<file path="config.mk">
export PLATFORM = sky130hd
export DESIGN_NAME = ocd_opcode_decode
export DESIGN_NICKNAME = d
export VERILOG_FILES = /design/src/logic/ocd_pkg.sv /design/src/logic/ocd_ir_decoder.sv /design/src/logic/ocd_opcode_decode.sv /design/src/logic/ocd_sel_encoder.sv
export VERILOG_INCLUDE_DIRS = /design/src /design/src/logic
export SDC_FILE = /design/constraint.sdc
export NUM_CORES = 1
export LEC_CHECK = 0
export ABC_AREA = 0
export BUFFER_PORTS_ARGS = -buffer_cell sky130_fd_sc_hd__buf_2
export CAP_MARGIN = 30
export CORE_UTILIZATION = 30
export CTS_CLUSTER_SIZE = 8
export DETAILED_ROUTE_END_ITERATION = 12
export PLACE_DENSITY = 0.56
export SETUP_SLACK_MARGIN = 0.3
export SKIP_CTS_REPAIR_TIMING = 1
export SYNTH_ARGS = -nofsm -noshare
export SYNTH_HDL_FRONTEND = slang
export SYNTH_SLANG_ARGS = --single-unit
</file>
<file path="constraint.sdc">
create_clock -name core_clk -period 1.69 [get_ports core_clk]
set_input_delay 0.0845 -clock core_clk [delete_from_list [all_inputs] [get_ports core_clk]]
set_output_delay 0.0845 -clock core_clk [all_outputs]
set_load 0.02 [all_outputs]
</file>
<file path="src/logic/ocd_params.svh">
`ifndef OCD_PARAMS_SVH
`define OCD_PARAMS_SVH

// Register byte addresses on the slave port
`define OCD_ADDR_CTRL      4'h0
`define OCD_ADDR_STATUS    4'h4
`define OCD_ADDR_FCOUNT    4'h8

// Control register
`define OCD_CTRL_CAPEN     0
`define OCD_CTRL_RESET     1'h1

// Status register field positions
`define OCD_ST_IR_LSB      0
`define OCD_ST_INSTR_LSB   8
`define OCD_ST_SEL_LSB     16
`define OCD_ST_DMA_BIT     20
`define OCD_ST_EXEC_BIT    21

// Opcode values
`define OCD_OP_AND         3'h0
`define OCD_OP_TAD         3'h1
`define OCD_OP_JMS         3'h4
`define OCD_OP_IOT         3'h6
`define OCD_OP_OPR         3'h7

// Register-in select codes, bit order {sel0_n, sel1_n, sel2_n}
`define OCD_SEL_PC         3'h0
`define OCD_SEL_MD         3'h1
`define OCD_SEL_MQ         3'h2
`define OCD_SEL_CPU_MEMORY_ADDRESS_REG       3'h3
`define OCD_SEL_ZERO       3'h7

// Reset values and forced-call count step
`define OCD_IR_RESET       3'h0
`define OCD_INSTR_RESET    8'h01
`define OCD_FCOUNT_ONE     16'h0001

`endif

</file>
<file path="src/logic/ocd_pkg.sv">
package ocd_pkg;
   typedef logic [2:0]  ocd_opcode_t;
   typedef logic [7:0]  ocd_instr_t;
   typedef logic [2:0]  ocd_sel_t;
   typedef logic [15:0] ocd_count_t;
endpackage

</file>
<file path="src/logic/ocd_ir_decoder.sv">
`timescale 1ns/1ps
`include "ocd_params.svh"
module ocd_ir_decoder (
   input  wire ocd_pkg::ocd_opcode_t ir_value,
   input  wire logic                 dma_opcode_suppress_n,
   output wire ocd_pkg::ocd_opcode_t opcode,
   output wire ocd_pkg::ocd_instr_t  instr_lines
);
   function automatic ocd_pkg::ocd_instr_t onehot8(input ocd_pkg::ocd_opcode_t v);
      onehot8 = `OCD_INSTR_RESET << v;
   endfunction

   // Suppressed register reads as opcode zero, the logical-AND line
   assign opcode      = dma_opcode_suppress_n ? ir_value : `OCD_OP_AND;
   assign instr_lines = onehot8(opcode);
endmodule

</file>
<file path="src/logic/ocd_opcode_decode.sv">
`timescale 1ns/1ps
`include "ocd_params.svh"
module ocd_opcode_decode (
   input  wire  logic                 core_clk,
   input  wire  logic                 reset,
   input  wire  logic [3:0]           avs_address,
   input  wire  logic                 avs_read,
   input  wire  logic                 avs_write,
   input  wire  logic [31:0]          avs_writedata,
   input  wire  logic [3:0]           avs_byteenable,
   output logic [31:0]                avs_readdata,
   output logic                       avs_waitrequest,
   input  wire  ocd_pkg::ocd_opcode_t memory_data_lines,
   input  wire  logic                 time_pulse_two,
   input  wire  logic                 time_pulse_four,
   input  wire  logic                 time_state_one,
   input  wire  logic                 time_state_two,
   input  wire  logic                 time_state_three,
   input  wire  logic                 time_state_four,
   input  wire  logic                 fetch_state,
   input  wire  logic                 execute_state,
   input  wire  logic                 dma_opcode_suppress_n,
   input  wire  logic                 irq_service_forced,
   input  wire  logic                 forced_exec_indirect_state_n,
   input  wire  logic                 instr_complete_n,
   input  wire  logic                 key_control_n,
   input  wire  logic                 brk_zero_req,
   input  wire  logic                 io_pc_add_req,
   output ocd_pkg::ocd_opcode_t       instruction_reg_n,
   output ocd_pkg::ocd_instr_t        basic_instr,
   output logic                       reg_in_sel0_n,
   output logic                       reg_in_sel1_n,
   output logic                       reg_in_sel2_n,
   output logic                       enter_execute
);
   ocd_pkg::ocd_opcode_t ir_q;
   ocd_pkg::ocd_opcode_t ir_d;
   ocd_pkg::ocd_opcode_t opcode_w;
   ocd_pkg::ocd_instr_t  instr_w;
   ocd_pkg::ocd_sel_t    sel_w;
   ocd_pkg::ocd_count_t  fcount_q;
   ocd_pkg::ocd_count_t  fcount_d;
   logic                 capen_q;
   logic                 wait_q;
   logic [31:0]          rdata_q;
   logic [31:0]          rdata_d;
   logic [31:0]          status_w;

   // ---------------- Instruction register ----------------
   wire dma_state  = ~dma_opcode_suppress_n;
   wire capture    = fetch_state & time_pulse_two & capen_q;
   wire force_call = time_pulse_four & irq_service_forced;

   // Force is applied even under DMA suppress, so the call waits in the register
   assign ir_d = force_call ? `OCD_OP_JMS :
                 capture    ? memory_data_lines :
                 ir_q;

   always_ff @(posedge core_clk) begin
      if (reset) begin
         ir_q <= `OCD_IR_RESET;
      end else begin
         ir_q <= ir_d;
      end
   end

   ocd_ir_decoder u_dec (
      .ir_value              (ir_q),
      .dma_opcode_suppress_n (dma_opcode_suppress_n),
      .opcode                (opcode_w),
      .instr_lines           (instr_w)
   );

   // ---------------- Register-in select ----------------
   ocd_sel_encoder u_sel (
      .time_state_one      (time_state_one),
      .time_state_two      (time_state_two),
      .time_state_three    (time_state_three),
      .time_state_four     (time_state_four),
      .fetch_state         (fetch_state),
      .execute_state       (execute_state),
      .dma_state           (dma_state),
      .key_control_n       (key_control_n),
      .instr_complete_n    (instr_complete_n),
      .forced_exec_indirect_state_n (forced_exec_indirect_state_n),
      .brk_zero_req        (brk_zero_req),
      .io_pc_add_req       (io_pc_add_req),
      .instr_lines         (instr_w),
      .sel_n               (sel_w)
   );

   // Outputs are registered: one cycle behind the time state, but glitch free
   always_ff @(posedge core_clk) begin
      if (reset) begin
         instruction_reg_n <= ~`OCD_IR_RESET;
         basic_instr       <= `OCD_INSTR_RESET;
         reg_in_sel0_n     <= 1'h1;
         reg_in_sel1_n     <= 1'h1;
         reg_in_sel2_n     <= 1'h1;
         enter_execute     <= 1'h0;
      end else begin
         instruction_reg_n <= ~opcode_w;
         basic_instr       <= instr_w;
         reg_in_sel0_n     <= sel_w[2];
         reg_in_sel1_n     <= sel_w[1];
         reg_in_sel2_n     <= sel_w[0];
         enter_execute     <= force_call;
      end
   end

   // ---------------- Avalon-MM slave ----------------
   wire req      = avs_read | avs_write;
   wire commit   = req & ~wait_q;
   wire hit_ctrl = avs_address == `OCD_ADDR_CTRL;
   wire hit_st   = avs_address == `OCD_ADDR_STATUS;
   wire hit_fc   = avs_address == `OCD_ADDR_FCOUNT;
   wire wr_ctrl  = commit & avs_write & hit_ctrl & avs_byteenable[0];
   wire wr_fc    = commit & avs_write & hit_fc;

   always_comb begin
      status_w = '0;
      status_w[`OCD_ST_IR_LSB +: 3]    = ir_q;
      status_w[`OCD_ST_INSTR_LSB +: 8] = basic_instr;
      status_w[`OCD_ST_SEL_LSB +: 3]   = {reg_in_sel0_n, reg_in_sel1_n, reg_in_sel2_n};
      status_w[`OCD_ST_DMA_BIT]        = dma_state;
      status_w[`OCD_ST_EXEC_BIT]       = enter_execute;
   end

   // Unmapped addresses read zero and ignore writes
   assign rdata_d = hit_ctrl ? {31'h0, capen_q} :
                    hit_st   ? status_w :
                    hit_fc   ? {16'h0, fcount_q} :
                    32'h0;

   // A forced call in the clearing cycle is still counted
   assign fcount_d = force_call ? (wr_fc ? `OCD_FCOUNT_ONE : ocd_pkg::ocd_count_t'(fcount_q + `OCD_FCOUNT_ONE)) :
                     wr_fc      ? '0 :
                     fcount_q;

   always_ff @(posedge core_clk) begin
      if (reset) begin
         wait_q   <= 1'h1;
         rdata_q  <= '0;
         capen_q  <= `OCD_CTRL_RESET;
         fcount_q <= '0;
      end else begin
         wait_q   <= ~(req & wait_q);
         rdata_q  <= rdata_d;
         fcount_q <= fcount_d;
         if (wr_ctrl) begin
            capen_q <= avs_writedata[`OCD_CTRL_CAPEN];
         end
      end
   end

   assign avs_waitrequest = wait_q;
   assign avs_readdata    = rdata_q;
endmodule

</file>
<file path="src/logic/ocd_sel_encoder.sv">
`timescale 1ns/1ps
`include "ocd_params.svh"
module ocd_sel_encoder (
   input  wire logic                time_state_one,
   input  wire logic                time_state_two,
   input  wire logic                time_state_three,
   input  wire logic                time_state_four,
   input  wire logic                fetch_state,
   input  wire logic                execute_state,
   input  wire logic                dma_state,
   input  wire logic                key_control_n,
   input  wire logic                instr_complete_n,
   input  wire logic                forced_exec_indirect_state_n,
   input  wire logic                brk_zero_req,
   input  wire logic                io_pc_add_req,
   input  wire ocd_pkg::ocd_instr_t instr_lines,
   output wire ocd_pkg::ocd_sel_t   sel_n
);
   wire is_jms = instr_lines[`OCD_OP_JMS];
   wire is_iot = instr_lines[`OCD_OP_IOT];
   wire is_opr = instr_lines[`OCD_OP_OPR];
   wire key_on = ~key_control_n;

   wire pc_manual = time_state_four & key_on;
   // Interrupt-forced call leaves PC off, so CPU_MEMORY_ADDRESS_REG is loaded with zero
   wire pc_auto   = time_state_four & ~instr_complete_n & ~dma_state & forced_exec_indirect_state_n;
   wire pc_jms    = time_state_two & execute_state & is_jms;
   wire pc_iot    = io_pc_add_req & is_iot;
   wire want_pc   = pc_manual | pc_auto | pc_jms | pc_iot;

   wire want_cpu_memory_address_reg = (time_state_one & (fetch_state | key_on))
                  | (time_state_three & execute_state & is_jms);

   // MQ code is never produced here; only the arithmetic option drives it
   assign sel_n = want_pc   ? `OCD_SEL_PC   :
                  want_cpu_memory_address_reg ? `OCD_SEL_CPU_MEMORY_ADDRESS_REG :
                  `OCD_SEL_ZERO;

   // Zero during TS3 of OPERATE_OP, of IO_TRANSFER_OP without io_pc_add_req, or a data break in TS2 is the default code
   wire unused_zero_terms = (time_state_three & (is_opr | is_iot)) | (time_state_two & dma_state & brk_zero_req);
endmodule

</file>
==> metrics.md <==
| Metric | Value |
|---|---|
| Largest net degree at the start of global routing | 17 |
| First-pass GRT wire length | 7.89 mm |
| Register area | 1120 sq um |
| Worst path bufs/invs | 0 |
| Slowest-stage cell, CP | or4_1 |
| Period utilisation layout | 89.9% |
| GRT Util Overall | 13.6% |
| I/O pin count | 110 |
| Synth Area in Adders | 0.589% |
| CTS tree | done |
| Mapped Area | 2130 sq um |
| Placer congestion estimate | 0.750 |
| Clock transition at path regs | 0.09 ns |
| Fmax | 658 MHz |
| Area delta synth->final | 28.3% |
| Remaining DRCs | 0 |
| Mux cell area share after synthesis | 2.00% |
| Mapped Cells | 228 |
| Sequential share of the synthesized area | between 50% and 60% |
| P per Cell Area | 808 nW/um^2 |
| Vias in the first global route | 1595 |
| Reg-to-reg setup timing slack | about 0.17 ns |
| Cell family contributing the most delay on the critical path | simple AND/OR/NAND/NOR gates |
| Nets | ~370 |
| Peak VDD IR | 329 uV |
| Startpoint types | flop |
| First-pass iteration count of the detailed router | 4 |
| Main combinational cell family by area after synthesis | simple AND/OR/NAND/NOR gates |
| Levels on crit path | 4 |
| Final setup viols | 0 |
| CP Max Fanout | 6 |
| Worst hold path type | input pin to flop |
| Outcome | complete, but fails checks |
| Die X | 86.2 um |
| CTS Buf Count | 5 |
| Die area | 7430 sq um |
| Distinct cell type count after synthesis | 36 |
| Crit. End Element | flop |
| Cell area after layout | 2730 sq um |
| Routed WL | 4.84 mm |
| Slowest stage delay, CP | 0.50 ns |
| DP Area | 2550 sq um |
| Clock Sinks | 55 |
| Leakage power figure | 1.19 nW |
| Final hold slack | -0.0107 ns |
| HPWL Detailed | 3.56 mm |
| Setup Crit Path Kind | flop to flop |
| Via-to-Cell Ratio | roughly 4.5 |
| Core area | 6830 sq um |
| Vias | 1807 |
| Clock Tree Root | clkbuf_8 |
| WP data required | 1.92 ns |
| Hold Startpoint | avs_writedata[0] |
| Clk_lat worst skew | 0.30 ns |
| Max-cap viol count | 0 |
| CP Cell Sequence | nand4_4 -> or2_4 -> or4_1 -> a21oi_1 |
| Global route overflow | 0 |
| Hold path cells | 3 |
| Clock skew | 0.00602 ns |
| Failing checks | hold timing |
| Antenna violations before repair | 0 |
| Area of the multi-input gates | between 900 and 1000 sq um |
| R2R cell count | 4 |
| Initial DRC Count | 76 |
| CP Launch Point | fcount_q[6] |
| Yosys reg bits | 55 |
| Synthesis Warnings | 0 |
| Setup TNS | 0 ns |
| Post-route ant nets | 0 |
| Initial Utilization | a little under a third |
| Clk buf depth | 2 |
| Final core occ | 39.9% |
| Filler cells | a little over 700 |
| Synth Area in XOR/XNOR | between 4 and 5% |
| Pins Over Slew Limit | 0 |
| Reg2reg start | fcount_q[6] |
| Port Buffer Count | 63 |
| Post-synthesis simple-gate area fraction | 24.6% |
| # rows | 30 |
| Worst Path Arrival | 1.75 ns |
| Layout cell share with drive strength beyond 1 | approximately a third |
| Compound-Gate Fraction of Synth Area | 9.77% |
| Final Hold Vio Count | 1 |
| Drt wl/cell | 12.1 um |
| CTS H-Tree Depth | 2 |
| Die Span Y | 86.2 um |
| Unrepaired setup endpoints after global routing | true |
| Syn_area_per_cell | 9.32 sq um |
| Final min period | between 1.5 and 2 ns |
| N_diodes | 0 |
==> routing by layer <==
layer  routed length [um]  vias to the layer above  part of all wire, %  global-route usage [%]
li1                     -                      922                    -                       -
met1                 2300                      827                   48                    18.7
met2                 2190                       50                   45                    20.4
met3                  271                        8                  5.6                    3.81
met4                   81                        0                  1.7                    4.70
met5                    0                        -                    0                       0
==> sequential cells by signal, indices dropped and copies added (netlist names) <==
name and count:
ir_q 3, reg_in_sel0_n 1, basic_instr 8, avs_waitrequest 1
enter_execute 1, instruction_reg_n 3, capen_q 1, avs_readdata 20
fcount_q 16, reg_in_sel1_n 1
==> report_power, final <==
| group | leakage (nW) | switching [W] | total (W) | internal (W) |
|---|---|---|---|---|
| Sequential | 0.450 | 0.0000128 | 0.00132 | 0.00131 |
| Clock | 0.0477 | 0.000406 | 0.000690 | 0.000285 |
| Combinational | 0.688 | 0.000119 | 0.000192 | 0.0000726 |
==> placed cells by master (no fill, tap or decap), types with 5 or more instances in the layout <==
cell       n
buf_2     63
dfxtp_1   48
nor2_1    27
nand2_1   14
and3_1    12
buf_4     12
conb_1    11
a22oi_1   10
nand3_1    9
a21oi_1    9
o21ai_0    7
nor3_1     7
inv_1      6
xnor2_1    6
clkbuf_8   5
==> worst paths after layout <==
kind                 endpoint
min reg2reg  avs_readdata[18]
max              fcount_q[13]
min                   capen_q
max reg2reg      fcount_q[13]
==> worst min-delay path, delay by kind of cell <==
family | cells | cell delay [ns]
buffers and inverters | 1 | 0.07
muxes | 1 | 0.05
and+or+nand+nor | 1 | 0.05
==> area by class of cell <==
type | instances | area share [%]
Inverter | 6 | 0.826
Tap cell | 96 | 4.40
Sequential cell | 55 | 41.1
Timing Repair Buffer | 78 | 16.0
Multi-Input combinational cell | 157 | 34.7
Clock buffer | 5 | 2.52
Clock inverter | 3 | 0.550
==> cells in the mapped netlist, drive strengths merged <==
master	instances	share of area (%)
o21ai	7	1.6
dfxtp	55	52
nor3	8	1.9
nand3b	3	1.1
clkbuf	6	1.1
mux2i	2	0.94
and3	13	3.9
a22oi	10	3.5
nand4	5	2.2
or4	2	0.71
inv	6	1.1
buf	14	4.8
nor3b	1	0.35
mux2	2	1.1
nor4b	1	0.71
nor4	3	0.88
or3	4	1.3
a21boi	3	1.1
or2	2	0.71
nor2b	3	0.88
nor2	27	4.8
nand3	10	2.4
nand2	15	2.6
conb	1	0.18
ha	1	0.59
and2	1	0.29
a21oi	9	2.1
xor2	4	1.6
o31ai	3	1.1
xnor2	6	2.5
o211ai	1	0.35
==> kinds of logic after synthesis <==
| group | after synthesis |
|---|---|
| AO/OA/AOI/OAI | 33 |
| XOR/XNOR | 10 |
| adder cells (fa/ha/maj) | 1 |
| buffers and inverters | 26 |
| flip-flops | 55 |
| multiplexers | 4 |
| other | 1 |
| AND/OR/NAND/NOR | 98 |
==> metrics by stage <==
step                      hold WS, ns  setup WS [ns]  instances  power, W
after floorplan                 0.154          0.264        238   0.00148
after global placement          0.284          0.166        385   0.00154
after detailed placement        0.299          0.142        385   0.00154
after CTS                     -0.0413          0.115        393   0.00223
after global routing          0.00743         0.0850        400   0.00231
final                         -0.0107          0.171        400   0.00220
No activity file was read; power rests on OpenSTA's default activity.
